<file path="src/logic/ssl_pkg.sv">
`default_nettype none
// ============================================================================
// Shared constants for the serial setup word loader.
// ============================================================================
package ssl_pkg;

  // ==========================================================================
  // Setup word layout.
  // ==========================================================================
  localparam int unsigned SETUP_BITS    = 16;           // Bits in one setup update.
  localparam int unsigned BIT_CLKDIV    = 13;           // Clock divider select.
  localparam int unsigned BIT_RANGE_HI  = 10;           // Full-scale range, upper bit.
  localparam int unsigned BIT_RANGE_LO  = 9;            // Full-scale range, lower bit.
  localparam int unsigned BIT_WIDE      = 8;            // Output word width select.
  localparam int unsigned BIT_GRADE     = 7;            // Speed grade match.
  localparam int unsigned BIT_TEST      = 0;            // Zero-input test.
  localparam logic [15:0] SETUP_RESET   = 16'h0000;     // Setup word after reset.

  // ==========================================================================
  // Readback stream layout, in bits.
  // ==========================================================================
  localparam logic [10:0] ZEROS_WIDE    = 11'h140;      // Leading zeros, 20-bit words (320).
  localparam logic [10:0] ZEROS_NARROW  = 11'h100;      // Leading zeros, 16-bit words (256).
  localparam logic [10:0] REV_BITS      = 11'h004;      // Revision field length.
  localparam logic [10:0] CHECK_WIDE    = 11'h12c;      // Check pattern length, 20-bit (300).
  localparam logic [10:0] CHECK_NARROW  = 11'h0ec;      // Check pattern length, 16-bit (236).
  localparam logic [10:0] PAT_WIDE      = 11'h048;      // Nonzero tail, 20-bit (72).
  localparam logic [10:0] PAT_NARROW    = 11'h038;      // Nonzero tail, 16-bit (56).
  localparam logic [10:0] TOTAL_WIDE    = 11'h500;      // Whole readback, 20-bit (1280).
  localparam logic [10:0] TOTAL_NARROW  = 11'h400;      // Whole readback, 16-bit (1024).
  localparam logic [71:0] PATTERN_WIDE  = 72'h30f066012480f69055;
  localparam logic [71:0] PATTERN_NARROW = 72'h0000_30f066012480f6;

  // Revision field; the value is arbitrary.
  localparam logic [3:0]  REVISION_ID   = 4'h1;

  // ==========================================================================
  // Counters.
  // ==========================================================================
  localparam logic [3:0]  LAST_SETUP_BIT = 4'hf;        // Index of the sixteenth bit.
  localparam logic [1:0]  DIV4_LAST      = 2'h3;        // Last phase of divide by four.

  // Load, readback and run phases.
  typedef enum logic [1:0] {
    SSL_LOAD = 2'b00,   // Taking setup bits after reset.
    SSL_READ = 2'b01,   // Setup word held, readback allowed.
    SSL_RUN  = 2'b10    // Normal operation started.
  } ssl_phase_type;

endpackage
`default_nettype wire

</file>
<file path="src/logic/ssl_sync.sv">
`timescale 1ns/10ps
`default_nettype none
// ============================================================================
// Two-stage synchroniser for pins that arrive from outside the clock domain.
// ============================================================================
module ssl_sync #(
  parameter int unsigned WIDTH = 1
) (
  // Clock and reset.
  input  wire logic             clk,
  input  wire logic             rst_n,
  // Asynchronous levels in, synchronised levels out.
  input  wire logic [WIDTH-1:0] async_in,
  output var  logic [WIDTH-1:0] sync_out
);

  // First stage; only the second stage reads it.
  logic [WIDTH-1:0] meta_ff;

  // Both stages clear to a constant so no pin value leaks through reset.
  always_ff @(posedge clk or negedge rst_n) begin
    if (!rst_n) begin
      meta_ff  <= '0;
      sync_out <= '0;
    end else begin
      meta_ff  <= async_in;
      sync_out <= meta_ff;
    end
  end

endmodule
`default_nettype wire

</file>
<file path="src/logic/ssl_loader.sv">
`timescale 1ns/10ps
`default_nettype none
// ============================================================================
// Serial setup word loader: write path, field decode and readback stream.
// ============================================================================
module ssl_loader
  import ssl_pkg::*;
(
  // System clock and device reset.
  input  wire logic       SYS_CLK,
  input  wire logic       RST_N,
  // Setup write pins.
  input  wire logic       SETUP_CLK,
  input  wire logic       SETUP_DATA,
  // Readback pins.
  input  wire logic       READOUT_CLK,
  input  wire logic       CHAIN_DATA_IN,
  output var  logic       DATA_OUT,
  // Integrate toggle pin.
  input  wire logic       INTEGRATE_TOGGLE,
  // Setup word and its decoded fields.
  output var  logic [15:0] SETUP_WORD,
  output var  logic       SETUP_LOADED,
  output var  logic       RUN_STARTED,
  output var  logic       CLK_DIV4_SEL,
  output var  logic [1:0] FULL_SCALE_RANGE,
  output var  logic       WIDE_WORD,
  output var  logic       SPEED_GRADE_HIGH,
  output var  logic       ZERO_INPUT_TEST,
  output var  logic       INTERNAL_CLK_TICK
);

  // ==========================================================================
  // Readback stream bit lookup.
  // ==========================================================================
  // Returns the bit at position idx of one readback sequence.
  function automatic logic stream_bit(input logic [10:0] idx, input logic wide, input logic [15:0] word);
    logic [10:0] zeros;
    logic [10:0] check_len;
    logic [10:0] pat_len;
    logic [10:0] j;
    logic [71:0] pat;
    logic [10:0] k;
    stream_bit = 1'b0;
    zeros      = wide ? ZEROS_WIDE : ZEROS_NARROW;
    check_len  = wide ? CHECK_WIDE : CHECK_NARROW;
    pat_len    = wide ? PAT_WIDE : PAT_NARROW;
    pat        = wide ? PATTERN_WIDE : PATTERN_NARROW;
    j          = 11'h000;
    k          = 11'h000;
    if (idx < zeros) begin
      // Leading run of zeros.
      stream_bit = 1'b0;
    end else if (idx < zeros + 11'(SETUP_BITS)) begin
      // Setup word, most significant bit first.
      j          = idx - zeros;
      stream_bit = word[4'(LAST_SETUP_BIT - j[3:0])];
    end else if (idx < zeros + 11'(SETUP_BITS) + REV_BITS) begin
      // Revision field, most significant bit first.
      j          = idx - zeros - 11'(SETUP_BITS);
      stream_bit = REVISION_ID[2'(2'h3 - j[1:0])];
    end else begin
      // Check pattern: zeros, then the nonzero tail.
      j = idx - zeros - 11'(SETUP_BITS) - REV_BITS;
      if (j >= check_len - pat_len) begin
        k          = pat_len - 11'h001 - (j - (check_len - pat_len));
        stream_bit = pat[7'(k)];
      end
    end
  endfunction

  // ==========================================================================
  // Pin synchronisers.
  // ==========================================================================
  // Every pin from the host is a foreign clock domain, so it crosses twice.
  logic [4:0] pins_sync;                      // Synchronised pin levels.

  ssl_sync #(
    .WIDTH    (5)
  ) u_sync (
    .clk      (SYS_CLK),
    .rst_n    (RST_N),
    .async_in ({SETUP_CLK, SETUP_DATA, READOUT_CLK, CHAIN_DATA_IN, INTEGRATE_TOGGLE}),
    .sync_out (pins_sync)
  );

  // ==========================================================================
  // State record.
  // ==========================================================================
  typedef struct packed {
    ssl_phase_type phase;        // Load, readback or run.
    logic          scl_last;     // Previous setup clock level.
    logic          rck_last;     // Previous readout clock level.
    logic          tog_last;     // Integrate toggle level seen on entering readback.
    logic [15:0]   shift;        // Incoming setup bits.
    logic [3:0]    bit_cnt;      // Setup bits taken so far.
    logic [15:0]   word;         // Committed setup word.
    logic [10:0]   rb_cnt;       // Readback bit position.
    logic          passing;      // Own stream done; chain input forwarded.
    logic          dout;         // Data output.
    logic [1:0]    div_cnt;      // Internal clock divider phase.
    logic          tick;         // Internal clock enable pulse.
    logic          loaded;       // Setup word committed; drives its own output flop.
    logic          running;      // Normal operation started; drives its own output flop.
  } ssl_state_type;

  ssl_state_type cur_ff;         // Registered state.
  ssl_state_type nxt_st;         // Next state.

  logic scl_s;                   // Synchronised setup clock.
  logic sda_s;                   // Synchronised setup data.
  logic rck_s;                   // Synchronised readout clock.
  logic chain_s;                 // Synchronised chain input.
  logic tog_s;                   // Synchronised integrate toggle.

  assign {scl_s, sda_s, rck_s, chain_s, tog_s} = pins_sync;

  // ==========================================================================
  // Next-state logic.
  // ==========================================================================
  // Edges are found on the synchronised levels; the two-cycle latency is far
  // below the host's minimum clock periods, so no edge is merged or missed.
  always_comb begin
    logic [10:0] total;
    logic        wide;
    total    = TOTAL_NARROW;
    wide     = cur_ff.word[BIT_WIDE];
    nxt_st   = cur_ff;
    nxt_st.scl_last = scl_s;
    nxt_st.rck_last = rck_s;
    total    = wide ? TOTAL_WIDE : TOTAL_NARROW;

    // Internal clock enable: every cycle, or every fourth with the divider.
    if (cur_ff.word[BIT_CLKDIV]) begin
      nxt_st.div_cnt = cur_ff.div_cnt + 2'h1;
      nxt_st.tick    = (cur_ff.div_cnt == DIV4_LAST);
    end else begin
      nxt_st.div_cnt = 2'h0;
      nxt_st.tick    = 1'b1;
    end

    unique case (cur_ff.phase)
      SSL_LOAD: begin
        // Take one bit per falling setup clock edge, first bit lands on top.
        nxt_st.dout = 1'b0;
        if (cur_ff.scl_last && !scl_s) begin
          nxt_st.shift   = {cur_ff.shift[14:0], sda_s};
          nxt_st.bit_cnt = cur_ff.bit_cnt + 4'h1;
          // Only the sixteenth bit commits the word; a short write never does.
          if (cur_ff.bit_cnt == LAST_SETUP_BIT) begin
            nxt_st.word     = {cur_ff.shift[14:0], sda_s};
            nxt_st.phase    = SSL_READ;
            nxt_st.loaded   = 1'b1;
            nxt_st.rb_cnt   = 11'h000;
            nxt_st.passing  = 1'b0;
            nxt_st.tog_last = tog_s;
          end
        end
      end
      SSL_READ: begin
        // Each rising readout clock edge presents the next stream bit.
        if (!cur_ff.rck_last && rck_s) begin
          if (cur_ff.passing) begin
            nxt_st.dout = chain_s;
          end else begin
            // The sequence repeats, so the position folds at half the total.
            nxt_st.dout = stream_bit(cur_ff.rb_cnt >= (total >> 1) ? cur_ff.rb_cnt - (total >> 1)
                                     : cur_ff.rb_cnt, wide, cur_ff.word);
            if (cur_ff.rb_cnt == total - 11'h001) begin
              nxt_st.passing = 1'b1;
            end else begin
              nxt_st.rb_cnt = cur_ff.rb_cnt + 11'h001;
            end
          end
        end
        // A toggle change ends readback and starts normal operation.
        if (tog_s != cur_ff.tog_last) begin
          nxt_st.phase = SSL_RUN;
          nxt_st.running = 1'b1;
          nxt_st.dout  = 1'b0;
        end
      end
      SSL_RUN: begin
        // Conversion data leave through another path; hold the line low.
        nxt_st.dout = 1'b0;
      end
      default: begin
        // An illegal phase code falls back to loading, with both flags cleared.
        nxt_st.phase   = SSL_LOAD;
        nxt_st.loaded  = 1'b0;
        nxt_st.running = 1'b0;
      end
    endcase
  end

  // ==========================================================================
  // State register.
  // ==========================================================================
  // The reset acts at once and loads constants only, so a held reset also
  // clears any half-shifted setup word.
  always_ff @(posedge SYS_CLK or negedge RST_N) begin
    if (!RST_N) begin
      cur_ff <= '{phase: SSL_LOAD, scl_last: 1'b0, rck_last: 1'b0, tog_last: 1'b0,
                  shift: SETUP_RESET, bit_cnt: 4'h0, word: SETUP_RESET, rb_cnt: 11'h000,
                  passing: 1'b0, dout: 1'b0, div_cnt: 2'h0, tick: 1'b0,
                  loaded: 1'b0, running: 1'b0};
    end else begin
      cur_ff <= nxt_st;
    end
  end

  // ==========================================================================
  // Outputs, all straight from the state register.
  // ==========================================================================
  assign DATA_OUT          = cur_ff.dout;
  assign SETUP_WORD        = cur_ff.word;
  assign SETUP_LOADED      = cur_ff.loaded;
  assign RUN_STARTED       = cur_ff.running;
  assign CLK_DIV4_SEL      = cur_ff.word[BIT_CLKDIV];
  assign FULL_SCALE_RANGE  = cur_ff.word[BIT_RANGE_HI:BIT_RANGE_LO];
  assign WIDE_WORD         = cur_ff.word[BIT_WIDE];
  assign SPEED_GRADE_HIGH  = cur_ff.word[BIT_GRADE];
  assign ZERO_INPUT_TEST   = cur_ff.word[BIT_TEST];
  assign INTERNAL_CLK_TICK = cur_ff.tick;

endmodule
`default_nettype wire

</file>
<file path="config.mk">
export PLATFORM = sky130hd
export DESIGN_NAME = ssl_loader
export DESIGN_NICKNAME = d
export VERILOG_FILES = /design/src/logic/ssl_pkg.sv /design/src/logic/ssl_sync.sv /design/src/logic/ssl_loader.sv
export SDC_FILE = /design/constraint.sdc
export NUM_CORES = 1
export LEC_CHECK = 0
export BUFFER_PORTS_ARGS = -buffer_cell sky130_fd_sc_hd__buf_2
export CAP_MARGIN = 15
export CELL_PAD_IN_SITES_DETAIL_PLACEMENT = 0
export CELL_PAD_IN_SITES_GLOBAL_PLACEMENT = 1
export CORE_ASPECT_RATIO = 1.25
export CORE_MARGIN = 3
export CORE_UTILIZATION = 48
export DETAILED_ROUTE_END_ITERATION = 12
export GPL_TIMING_DRIVEN = 0
export PLACE_DENSITY = 0.9
export SLEW_MARGIN = 30
export SYNTH_ARGS = -nofsm -noshare
export SYNTH_HDL_FRONTEND = slang
export SYNTH_SLANG_ARGS = --single-unit
</file>
<file path="constraint.sdc">
create_clock -name SYS_CLK -period 4.1 [get_ports SYS_CLK]
set_clock_uncertainty 0.15 [all_clocks]
set_input_delay 0.615 -clock SYS_CLK [delete_from_list [all_inputs] [get_ports SYS_CLK]]
set_output_delay 0.615 -clock SYS_CLK [all_outputs]
set_load 0.02 [all_outputs]
</file>
======== Yosys cells after proc, flatten, opt, wreduce, memory -nomap -nowiden ========
Cells that the tools add are included.
storage, ports and cells
  register bits after elaboration ......... 68
  bits of input ports ..................... 7
  output and inout port bits .............. 26
  word-level logic and storage cells ...... 109
operators by class
  $add $sub $neg .......................... 16
  magnitude comparators ................... 8
  equal/unequal tests ..................... 13
  mux-type cells .......................... 36
  bitwise operators ....................... 3
  reductions and logical operators ........ 17
operators with widths
  operator                                                              number
  70-bit 2-to-1 mux                                                     1
  12-bit 2-to-1 mux                                                     3
  12-bit one-hot mux with 2 select lines                                1
  11-bit < comparator                                                   2
  11-bit 2-to-1 mux                                                     2
  9-bit 2-to-1 mux                                                      2
  7-bit 2-to-1 mux                                                      2
  7-bit subtractor                                                      2
  1-bit 2-to-1 mux                                                      13
  13-bit 2-to-1 mux                                                     1
  2-bit inequality test, second input constant                          6
  10-bit by 3-bit adder with 11-bit output, second input constant       1
  11-bit by 1-bit adder with 11-bit output, second input constant       1
  11-bit equality test                                                  1
  11-bit by 10-bit >= comparator with 1-bit output                      1
  11-bit >= comparator                                                  1
  11-bit by 9-bit < comparator with 1-bit output                        1
  11-bit by 1-bit subtractor with 11-bit output, second input constant  1
  11-bit by 10-bit subtractor with 11-bit output                        1
  11-bit by 3-bit subtractor with 11-bit output, second input constant  1
  11-bit by 5-bit subtractor with 11-bit output, second input constant  1
  11-bit by 9-bit subtractor with 11-bit output                         1
  9-bit by 5-bit adder with 10-bit output, second input constant        1
  9-bit by 7-bit subtractor with 10-bit output                          1
  other kinds (30)                                                      45

======== Logic depth before layout (Yosys ltp) ========
Gate-level depths: netlist of run 1.
  word-level depth ........................ 18
  gate-level depth with buffers ........... 14
  mapped depth without buffers ............ 14

======== Hierarchy ========
A second synthesis of run 1 with hierarchy kept.
unflattened totals
  cells, all modules ...................... 412
  area total of the unflattened synthesis .. 4287.9 um2
modules (own cells, without submodules)
  module      instances  cells an instance  area each (um2)
  ssl_loader  1          402                4037.6
  ssl_sync    1          10                 250.2

======== Worst setup path before layout of run 1 ========
Ideal clock, no wire load.
  path kind ............................... register -> register
  start ................................... reg cur_ff (netlist bit SETUP_WORD[8])
  end ..................................... reg cur_ff (netlist bit DATA_OUT)
  setup time .............................. 0.120 ns
  arrival time ............................ 3.148 ns
  slack ................................... 0.682 ns
  stages on the path, launching flop included .. 14
  period minus slack after synthesis ...... 3.418 ns
  cell sequence ........................... dfrtp_1 -> ha_1 -> ha_1 -> or3b_1 -> o31ai_1 -> a21oi_1 -> ha_1 -> nand3_1 -> xnor2_1 -> xnor2_1 -> o22ai_1 -> a211oi_1 -> nand3_1 -> o211a_1
between the ends
  cells in the longest elaborated chain, start to end .. 18
  elaborated cells on any way between the ends .. 37
ends and longest elaborated chain
  item                                              line               RTL
  start: declaration                                ssl_loader.sv:107  ssl_state_type cur_ff;
  start signal: assignment                          ssl_loader.sv:203  cur_ff <= '{phase: SSL_LOAD, scl_last: 1'b0, rck_last: 1'b0, tog_last: 1'b0,
  start signal: assignment                          ssl_loader.sv:208  cur_ff <= nxt_st;
  9-bit 2-to-1 mux                                  ssl_loader.sv:131  total = wide ? TOTAL_WIDE : TOTAL_NARROW;
  11-bit by 10-bit >= comparator with 1-bit output  ssl_loader.sv:167  nxt_st.dout = stream_bit(cur_ff.rb_cnt >= (total >> 1) ? cur_ff.rb_cnt - (total >> 1)
  11-bit 2-to-1 mux                                 ssl_loader.sv:167
  11-bit by 9-bit subtractor with 11-bit output     ssl_loader.sv:64   j = idx - zeros - 11'(SETUP_BITS) - REV_BITS;
  11-bit by 5-bit subtractor with 11-bit output     ssl_loader.sv:64
  11-bit by 3-bit subtractor with 11-bit output     ssl_loader.sv:64
  7-bit subtractor (2 in series)                    ssl_loader.sv:66   k = pat_len - 11'h001 - (j - (check_len - pat_len));
  1-bit binary-select mux with 7-bit select         ssl_loader.sv:67   stream_bit = pat[7'(k)];
  1-bit 2-to-1 mux (not written as such)            ssl_loader.sv:67
  1-bit 2-to-1 mux                                  ssl_loader.sv:65   if (j >= check_len - pat_len) begin
  1-bit 2-to-1 mux                                  ssl_loader.sv:58   end else if (idx < zeros + 11'(SETUP_BITS) + REV_BITS) begin
  1-bit 2-to-1 mux                                  ssl_loader.sv:54   end else if (idx < zeros + 11'(SETUP_BITS)) begin
  1-bit 2-to-1 mux *                                ssl_loader.sv:51   if (idx < zeros) begin
  1-bit 2-to-1 mux *                                ssl_loader.sv:163  if (cur_ff.passing) begin
  13-bit 2-to-1 mux *                               ssl_loader.sv:162  if (!cur_ff.rck_last && rck_s) begin
  1-bit 2-to-1 mux *                                ssl_loader.sv:177  if (tog_s != cur_ff.tog_last) begin
  1-bit one-hot mux with 2 select lines *           ssl_loader.sv:142  unique case (cur_ff.phase)
Every way passes the cells marked *; elsewhere a longest branch is shown, timed or not. The select of a mux whose other input is x is not followed.
A chain may end at the register's enable or synchronous reset.

======== Final worst setup path of run 1 ========
Ends and elaborated chain as after synthesis.

==> metrics.yaml, run 1 <==
cts_tree: "built"
routabilityCongestion: 0.912
regToRegEndpoint: "DATA_OUT"
synth.top_cells.by_area: "dfrtp_1 (41%), ha_1 (9.6%), mux2_2 (8.6%)"
crit_top_cell: "ha_1"
clock-root-buffer: "clkbuf_8"
max-vdd-ir-drop_v: 0.000349
clk_latency_worst_skew_pair_ns: 0.34
die-area_sq_mm: 0.00986
reg_to_reg_slack_setup_ns: 0.39
min_delay_path_depth: 0
layout-drive-gt1-share_pct: 26.2
num_rows: 37
max_stage_delay_ns: 0.55
async_set_or_reset_flop_fraction_in_the_synthesized_netlist_pct: 100
die_width_um: 89.4
nets: 497
hold_path_startpoint: "u_sync.meta_ff[4]"
ant_nets: 0
outcome: "finished clean"
port_buffers: 32
post_drt_via_cell_ratio: 5.57
cts_inserted_buffers: 9
synth.cell_area_sq_mm: 0.00417
cts_max_path_buffers: 2
report.power.total_mw: 2.23
syn-mean-instance-area_sq_um: 10.3
path_buf_inv: 0
required_arrival_time_at_the_worst_endpoint_ns: 4.17
dr.first_iter.drc_count: 236
timing.reg2reg.worst_path_depth: 13
cts.clk_slew.worst_paths_ns: 0.08
r2r_start: "SETUP_WORD[8]"
finalSetupViolCount: 0
antenna_cells: 0
grt_pass1_vias: 2987
synthDominantAreaCellType: "dfrtp_1"
post-route-period-util_pct: 90.4
htree_levels: 3
initial_core_util_pct: 50.1
drt-total-wl_um: 8450
maximum_net_fanout_on_the_critical_path: 15
dpl_cell_area_sq_mm: 0.00448
synth-edff-count: 0
fmax_mhz: 270
crit_family: "adder cells"
maximum_number_of_pins_on_one_net_before_global_route_repair: 51
cp_data_arrival_time_ns: 3.78
num_vias: 3112
critical_path.endpoint_type: "register"
final_max_slew_viol_count: 0
max_slew.worst_pin.slew_ns: 0.581
post_synth_num_cell_types: 53
tritoncts_num_sinks: 68
routed_wire_length_per_instance_um: 15.1
stdcell_area_sq_mm: 0.00474
setup.worst_path.start_class: "register"
finalCriticalPeriod_ns: 3.71
syn-num-nets: 447
critPathKind: "reg -> reg"
crit_path_cells: "ha_1 > ha_1 > or3b_1 > o31ai_1 > a21oi_1 > ha_1 > nand3_1 > xnor2_1 > xnor2_1 > o22ai_1 > a211oi_1 > nand3_1 > o211a_1"
end_point_of_the_most_critical_hold_path: "u_sync.sync_out[4]"
relSlewSlack_pct: 61.3
yosysWarningCount: 0
layout-area-overhead-vs-synth_pct: 13.5
synth-main-ff-cell: "dfrtp_1"
synthCells: 407
yosysSeqAreaShare_pct: 40.8
grt_antenna_before_repair: 0
yosys_register_bits: 68
unrepaired_setup_endpoints_after_global_routing: "no"
synth_top_area_share_pct: 40.8
min_path_type: "reg -> reg"
track_usage_pct: 18.4
p_per_area_mw_per_mm2: 471
drc_errors: 0
final-hold-violation-count: 0
n_fill_cell: 734
dieHeight_um: 110
core_area_sq_mm: 0.00833
grt_overflow: 0
p_leak_nw: 2.20
critPathSlowestCell: "dfrtp_2"
firstDrtPassIters: 4
top_level_ports: 33
maxCapViolCount: 0
detailed_place_hpwl_um: 6210
first_pass_grt_wire_length_um: 14200
==> per-layer routing <==
metal  share of wire (%)  vias to the layer above  wire length [um]  GRT usage, %
li1                    -                     1527                 -             -
met2                  52                       66              4370          31.8
met3                 2.8                       14               237          2.16
met1                  43                     1505              3640          22.8
met4                 2.5                        0               208          8.19
met5                   0                        -                 0             0
==> cells in the mapped netlist, types with 7 or more instances <==
| cell | count |
|---|---|
| dfrtp_1 | 68 |
| ha_1 | 32 |
| mux2_2 | 32 |
| o21ai_0 | 28 |
| nand2_1 | 26 |
| nor2_1 | 25 |
| inv_1 | 19 |
| a21oi_1 | 18 |
| buf_4 | 18 |
| xnor2_1 | 15 |
| clkbuf_1 | 11 |
| nor2b_1 | 11 |
| nor3_1 | 10 |
| nand4_1 | 7 |
| xor2_1 | 7 |
==> how the worst max path moves through the flow <==
| stage | start | to | slack [ns] | cells past startpoint |
|---|---|---|---|---|
| after CTS | SETUP_WORD[8] | DATA_OUT | 0.28 | 11 |
| after global placement | SETUP_WORD[8] | DATA_OUT | -0.004 | 11 |
| after global routing | cur_ff[9] | DATA_OUT | 0.06 | 11 |
| after detailed placement | SETUP_WORD[8] | DATA_OUT | 0.02 | 11 |
| final | SETUP_WORD[8] | DATA_OUT | 0.39 | 13 |
| after floorplan | SETUP_WORD[8] | DATA_OUT | 0.68 | 13 |
==> logic make-up (layout without fill, tap and decap cells) <==
kind of cell | Yosys count | count (layout) | share of synthesized area [%]
flops | 68 | 68 | 40.8
fa+ha+maj | 33 | 33 | 10.1
simple gates | 109 | 109 | 13.6
mux | 39 | 39 | 11.8
buf+inv | 53 | 108 | 6.54
xor+xnor | 22 | 22 | 4.62
compound gates | 83 | 83 | 12.6
==> worst reg2reg max path, stage by stage, from the launching register on <==
cell	delay (ns)
dfrtp_2	0.55
ha_1	0.30
ha_1	0.24
or3b_1	0.39
o31ai_1	0.11
a21oi_1	0.16
ha_1	0.39
nand3_1	0.17
xnor2_1	0.17
xnor2_1	0.25
o22ai_1	0.13
a211oi_1	0.23
nand3_1	0.10
o211a_1	0.24
==> state kept, by name, summed over array words and instances, names as in the netlist <==
signal             cells
SETUP_LOADED           1
SETUP_WORD            16
cur_ff                38
u_sync.sync_out        5
RUN_STARTED            1
u_sync.meta_ff         5
DATA_OUT               1
INTERNAL_CLK_TICK      1
==> report_power, final <==
| group | switching [mW] | internal, mW |
|---|---|---|
| Clock | 0.269 | 0.285 |
| Combinational | 0.424 | 0.335 |
| Sequential | 0.115 | 0.802 |
==> cells in the final DEF, fill, tap and decap left out, types with 4 or more instances in the layout <==
cell type  instances
buf_2             36
buf_4             24
nor2b_1           11
nand3_1            6
nor3b_1            4
ha_1              32
nor2_1            25
inv_1             18
a21oi_1           18
o22ai_1            4
xnor2_1           15
nor3_1            10
nand2b_1           6
mux4_2             5
xor2_1             7
nand2_1           26
clkbuf_1          11
clkbuf_8           9
dfrtp_1           67
o31ai_1            6
mux2_2            32
nand4_1            7
o21ai_0           28
a31oi_1            6
a211oi_1           4
==> what timing repair did <==
action | in CTS | in global routing
hold buffers | 1 | 0
gates resized for setup | 1 | 2
endpoints found under the setup margin | 1 | 1
setup buffers | 0 | 5
hold endpoints to repair | 18 | 0
==> metrics by stage <==
step                      worst slack, ns  setup TNS [ns]  util, %  instances  hold slack (ns)
final                               0.393               0     56.8        559            0.206
after global routing               0.0574               0     56.8        559            0.216
after CTS                           0.279               0     56.3        554            0.205
after detailed placement           0.0228               0     53.8        537            0.187
after global placement           -0.00350        -0.00350     53.5        536            0.183
after floorplan                     0.682               0        -        407            0.169
==> cell type report <==
cell class	count	area, sq um	area share (%)
clock inverters	7	75.1	1.58
inverters	19	75.1	1.58
multi-input cells	286	2200	46.4
repair buffers	39	238	5.02
well taps	97	121	2.56
plain buffers	34	201	4.25
flip-flops and latches	68	1700	35.9
clock buffers	9	124	2.61
(Power assumes the default switching activity.)
==> run 2: changes to the inputs <==
==> constraint.sdc (replaced) <==
create_clock -name SYS_CLK -period 4.1 [get_ports SYS_CLK]
set_clock_uncertainty 0.15 [all_clocks]
set_input_delay 0.82 -clock SYS_CLK [delete_from_list [all_inputs] [get_ports SYS_CLK]]
set_output_delay 0.82 -clock SYS_CLK [all_outputs]
set_load 0.02 [all_outputs]
==> metrics.yaml, run 2 (synthesized netlist as in run 1, its figures left out) <==
outcome: "finished clean"
path_buf_inv: 0  # unchanged
most_frequent_standard_cell_in_the_layout_excluding_fill_and_tap_cells: "dfrtp_1"
clock-root-buffer: "clkbuf_8"
num_vias: 3089  # -0.74%
finalCriticalPeriod_ns: 3.70  # -0.00385 ns
firstDrtPassIters: 4  # unchanged
final_max_slew_viol_count: 0  # unchanged
critical_path.endpoint_type: "register"
grt_pass1_vias: 2987  # unchanged
wirelength_met1_um: 3630  # -0.25%
track_usage_pct: 18.4  # unchanged
crit_top_cell: "ha_1"
largest-register: "cur_ff"
max_slew.worst_pin.slew_ns: 0.581  # +0.000000238 ns
routed_wire_length_per_instance_um: 15.2  # +0.30%
top_level_ports: 33  # unchanged
cp_num_cells: 13  # unchanged
grt_antenna_before_repair: 0  # unchanged
routed-wl-met2_um: 4400  # +0.66%
htree_levels: 3  # unchanged
critPathKind: "reg -> reg"
place_worst_setup_slack_ns: 0.0228  # unchanged
setup.worst_path.start_class: "register"
dieHeight_um: 110  # unchanged
tritoncts_num_sinks: 68  # unchanged
layout-drive-gt1-share_pct: 26.2  # +0.057 points
post_drt_via_cell_ratio: 5.54  # -0.56%
initial_core_util_pct: 50.1  # unchanged
comb_power_share_pct: 34.0  # about the same
detailed_place_hpwl_um: 6210  # unchanged
critPathSlowestCell: "dfrtp_2"
cts_hold_buf: 0  # -1
switchingPower_mw: 0.808  # about the same
die-area_sq_mm: 0.00986  # unchanged
max_stage_delay_ns: 0.55  # about the same
antenna_cells: 0  # unchanged
cp_data_arrival_time_ns: 3.78  # about the same
port_buffers: 32  # unchanged
layout-area-overhead-vs-synth_pct: 13.3
first_pass_grt_wire_length_um: 14200  # unchanged
crit_path_cells: "ha_1 > ha_1 > or3b_1 > o31ai_1 > a21oi_1 > ha_1 > nand3_1 > xnor2_1 > xnor2_1 > o22ai_1 > a211oi_1 > nand3_1 > o211a_1"
placed_cells: 537  # unchanged
min_path_type: "in -> async"
max-vdd-ir-drop_v: 0.000349  # about the same
num_rows: 37  # unchanged
routabilityCongestion: 0.912  # unchanged
grt_overflow: 0  # unchanged
maximum_net_fanout_on_the_critical_path: 15  # unchanged
maxCapViolCount: 0  # unchanged
cts.clk_slew.worst_paths_ns: 0.08  # about the same
clk_latency_worst_skew_pair_ns: 0.34  # about the same
maximum_number_of_pins_on_one_net_before_global_route_repair: 51  # unchanged
clkPwrFrac_pct: 24.9  # about the same
core_area_sq_mm: 0.00833  # unchanged
timing.reg2reg.worst_path_depth: 13  # unchanged
layout_common_cells: "dfrtp_1 (67), buf_2 (36), mux2_2 (32), ha_1 (32), o21ai_0 (28)"
finish.cell_count_without_fillers: 558  # -0.18%
p_seq_share_pct: 41.1  # about the same
ant_nets: 0  # unchanged
met3_routed_wirelength_um: 226  # -4.6%
fmax_mhz: 270  # +0.10%
number_of_flip_flops_in_the_largest_register: 38  # unchanged
crit_family: "adder cells"
post-route-period-util_pct: 90.3  # -0.094 points
required_arrival_time_at_the_worst_endpoint_ns: 4.17  # about the same
cts_inserted_buffers: 9  # unchanged
p_leak_nw: 2.20  # -0.19%
final-hold-violation-count: 0  # unchanged
power.share.switching_pct: 36.2  # about the same
p_per_area_mw_per_mm2: 472  # +0.17%
cts_max_path_buffers: 2  # unchanged
cts_tree: "built"
stdcell_area_sq_mm: 0.00473  # -0.21%
internal_cell_power_mw: 1.42  # about the same
totalNegativeSetupSlack_ns: 0  # unchanged
route.top_layer_used: "met4"
nets: 496  # -0.20%
relSlewSlack_pct: 61.3  # unchanged
dr.first_iter.drc_count: 195  # -17%
drt-total-wl_um: 8460  # +0.12%
drc_errors: 0  # unchanged
die_width_um: 89.4  # unchanged
unrepaired_setup_endpoints_after_global_routing: "no"
dpl_cell_area_sq_mm: 0.00448  # unchanged
final.setup.worst_slack_ns: 0.396  # +0.00385 ns
report.power.total_mw: 2.23  # about the same
finalSetupViolCount: 0  # unchanged
run 2: cell types whose count changed in the layout (fill, tap and decap cells not counted), sizes merged:
| cell | change |
|---|---|
| dlygate4sd3 | -1 |
run 2: area by class of cell:
cell class              count  area [sq um]
plain buffers              34           201
clock buffers               9           124
clock inverters             7          75.1
fillers                   735          3610
inverters                  19          75.1
multi-input cells         286          2200
flip-flops and latches     68          1700
well taps                  97           121
repair buffers             38           228
run 2: worst register-to-register path, stage by stage (launching register included):
cell and delay, ns:
dfrtp_2 0.55, ha_1 0.30, ha_1 0.24, or3b_1 0.38, o31ai_1 0.11, a21oi_1 0.16
ha_1 0.39, nand3_1 0.17, xnor2_1 0.17, xnor2_1 0.26, o22ai_1 0.13, a211oi_1 0.23
nand3_1 0.10, o211a_1 0.24
run 2: final timing paths:
check,from,end,slack (ns)
setup / recovery,SETUP_WORD[8],DATA_OUT,0.40
max in group asynchronous,RST_N,SETUP_WORD[8],3.08
hold reg to reg,u_sync.meta_ff[4],u_sync.sync_out[4],0.21
hold / removal,RST_N,cur_ff[57],0.20
setup reg to reg,SETUP_WORD[8],DATA_OUT,0.40
min in group SYS_CLK,u_sync.meta_ff[4],u_sync.sync_out[4],0.21
run 2: power by group through the flow:
stage	Combinational (mW)	Sequential, mW	Clock [mW]
after floorplan	0.567	0.903	0
after global placement	0.722	0.920	0
after detailed placement	0.743	0.929	0
after CTS	0.751	0.918	0.565
after global routing	0.846	0.937	0.591
final	0.758	0.917	0.554
run 2: timing repair:
action                                  in CTS  in global routing
endpoints found under the setup margin       1                  1
buffers inserted                             0                  5
gates cloned                                 0                  0
resized for setup                            1                  2
run 2: per-layer routing:
metal	global-route usage [%]	vias to the layer above
met5	0	-
li1	-	1522
met3	2.16	14
met2	31.8	60
met1	22.8	1493
met4	8.19	0
run 2: through the flow:
stage / hold slack, ns / util, %
floorplan: 0.181 / -
detailed placement: 0.187 / 53.8
global route: 0.207 / 56.7
CTS: 0.192 / 56.2
global placement: 0.183 / 53.5
finish: 0.199 / 56.7
==> run 3: changes to the inputs <==
CORE_ASPECT_RATIO = default   (was 1.25)
==> metrics.yaml, run 3 (synthesized netlist as in run 1, its figures left out) <==
final-hold-violation-count: 0  # unchanged
firstDrtPassIters: 4  # unchanged
maximum_number_of_pins_on_one_net_before_global_route_repair: 38  # -25%
die-area_sq_mm: 0.00985  # about the same
most_frequent_standard_cell_in_the_layout_excluding_fill_and_tap_cells: "dfrtp_1"
layout_common_cells: "dfrtp_1 (67), buf_2 (36), mux2_2 (32), ha_1 (32), o21ai_0 (28)"
min_path_type: "reg -> reg"
stdcell_area_sq_mm: 0.00471  # -0.45%
htree_levels: 3  # unchanged
finalSetupViolCount: 0  # unchanged
cts_tree: "built"
first_pass_grt_wire_length_um: 15000  # +5.8%
maxCapViolCount: 0  # unchanged
setup.worst_path.start_class: "register"
initial_core_util_pct: 50.0  # about the same
routabilityCongestion: 0.861  # -5.6%
fmax_mhz: 270  # +0.13%
layout-area-overhead-vs-synth_pct: 12.8
max-vdd-ir-drop_v: 0.000301  # -14%
post_drt_via_cell_ratio: 5.55  # +0.21%
critPathSlowestCell: "dfrtp_1"
final_max_slew_viol_count: 0  # unchanged
cts.clk_slew.worst_paths_ns: 0.08  # about the same
finalHoldWorstSlack_ns: 0.201  # +0.00149 ns
clk_latency_worst_skew_pair_ns: 0.35  # about the same
maximum_net_fanout_on_the_critical_path: 7  # -8
cts_inserted_buffers: 9  # unchanged
tritoncts_num_sinks: 68  # unchanged
critPathKind: "reg -> reg"
number_of_flip_flops_in_the_largest_register: 38  # unchanged
p_per_area_mw_per_mm2: 460  # -2.4%
cp_data_arrival_time_ns: 3.78  # about the same
totalNegativeSetupSlack_ns: 0  # unchanged
ant_nets: 0  # unchanged
placed_cells: 545  # +1.5%
dieHeight_um: 99.2  # -10%
grt_overflow: 0  # unchanged
crit_top_cell: "ha_1"
top_level_ports: 33  # unchanged
num_vias: 3140  # +1.7%
die_width_um: 99.2  # +11%
cts_max_path_buffers: 2  # unchanged
dr.first_iter.drc_count: 161  # -17%
antenna_cells: 0  # unchanged
grt_antenna_before_repair: 0  # unchanged
unrepaired_setup_endpoints_after_global_routing: "no"
layout-drive-gt1-share_pct: 26.2  # unchanged
detailed_place_hpwl_um: 6300  # +1.5%
required_arrival_time_at_the_worst_endpoint_ns: 4.19  # +0.02 ns
finalCriticalPeriod_ns: 3.70  # -0.00499 ns
routed_wire_length_per_instance_um: 15.1  # -0.54%
drc_errors: 0  # unchanged
critical_path.endpoint_type: "register"
post-route-period-util_pct: 90.2  # -0.12 points
num_rows: 33  # -11%
report.power.total_mw: 2.17  # -2.9%
relSlewSlack_pct: 62.2  # +0.99 points
n_fill_cell: 742  # +0.95%
drt-total-wl_um: 8540  # +0.89%
outcome: "finished clean"
dpl_cell_area_sq_mm: 0.00449  # about the same
largest-register: "cur_ff"
core_area_sq_mm: 0.00834  # about the same
grt_pass1_vias: 3184  # +6.6%
max_stage_delay_ns: 0.53  # -0.02 ns
cts_hold_buf: 0  # unchanged
finish.cell_count_without_fillers: 566  # +1.4%
crit_path_cells: "inv_1 > ha_1 > xnor2_1 > ha_1 > xor2_1 > fa_1 > o31ai_1 > a21oi_1 > a2111oi_0 > o311ai_0 > o211a_1"
nets: 496  # unchanged
track_usage_pct: 18.7  # +0.31 points
p_leak_nw: 2.18  # -0.86%
clock-root-buffer: "clkbuf_8"
max_slew.worst_pin.slew_ns: 0.566  # -0.0149 ns
port_buffers: 32  # unchanged
[run 3: worst paths after layout]
check                      depth (start not counted)            endpoint  slack, ns               from
setup / recovery                                  11            DATA_OUT       0.40          cur_ff[9]
hold / removal                                     0  u_sync.sync_out[2]       0.20  u_sync.meta_ff[2]
setup reg to reg                                  11            DATA_OUT       0.40          cur_ff[9]
hold reg to reg                                    0  u_sync.sync_out[2]       0.20  u_sync.meta_ff[2]
max in group asynchronous                          2       SETUP_WORD[8]       3.02              RST_N
min in group asynchronous                          1          cur_ff[50]       0.23              RST_N
[run 3: area by class of cell]
| type | instances | area [sq um] | area share [%] |
|---|---|---|---|
| Sequential cell | 68 | 1700 | 36.2 |
| Clock inverter | 6 | 38.8 | 0.824 |
| Tap cell | 105 | 131 | 2.79 |
| Clock buffer | 10 | 138 | 2.92 |
| Inverter | 19 | 75.1 | 1.60 |
| Timing Repair Buffer | 38 | 220 | 4.68 |
| Buffer | 34 | 201 | 4.28 |
| Multi-Input combinational cell | 286 | 2200 | 46.7 |
[run 3: repair_timing]
action | CTS | global route
setup endpoints to repair | 1 | 1
resized for setup | 1 | 1
buffers inserted | 0 | 5
[run 3: where the power goes]
group / internal, mW / switching (mW) / total [mW]
sequential: 0.802 / 0.114 / 0.917
clock: 0.234 / 0.263 / 0.497
combinational: 0.333 / 0.419 / 0.752
total: 1.37 / 0.796 / 2.17
[run 3: metrics by stage]
stage	worst slack, ns	utilization, %
final	0.401	56.4
after global routing	0.0281	56.4
after CTS	0.263	55.9
after detailed placement	-0.0208	53.8
after global placement	0.0179	53.5
after floorplan	0.682	-
[run 3: per-layer routing]
metal	routed length [um]	GRT usage, %	up-vias	part of all wire, %
li1	-	-	1522	-
met1	3980	24.9	1532	47
met2	4110	30.2	72	48
met3	311	4.35	14	3.6
met4	138	6.30	0	1.6
met5	0	0	-	0
[run 3: worst max-delay path: cells and delay by family, from the launching register on]
family	cells	cell delay, ns
adders and majority gates	3	1.09
buffers and inverters	1	0.16
xor gates and xnor gates	2	0.49
AOI/OAI and AO/OA	5	1.17
DFF	1	0.53
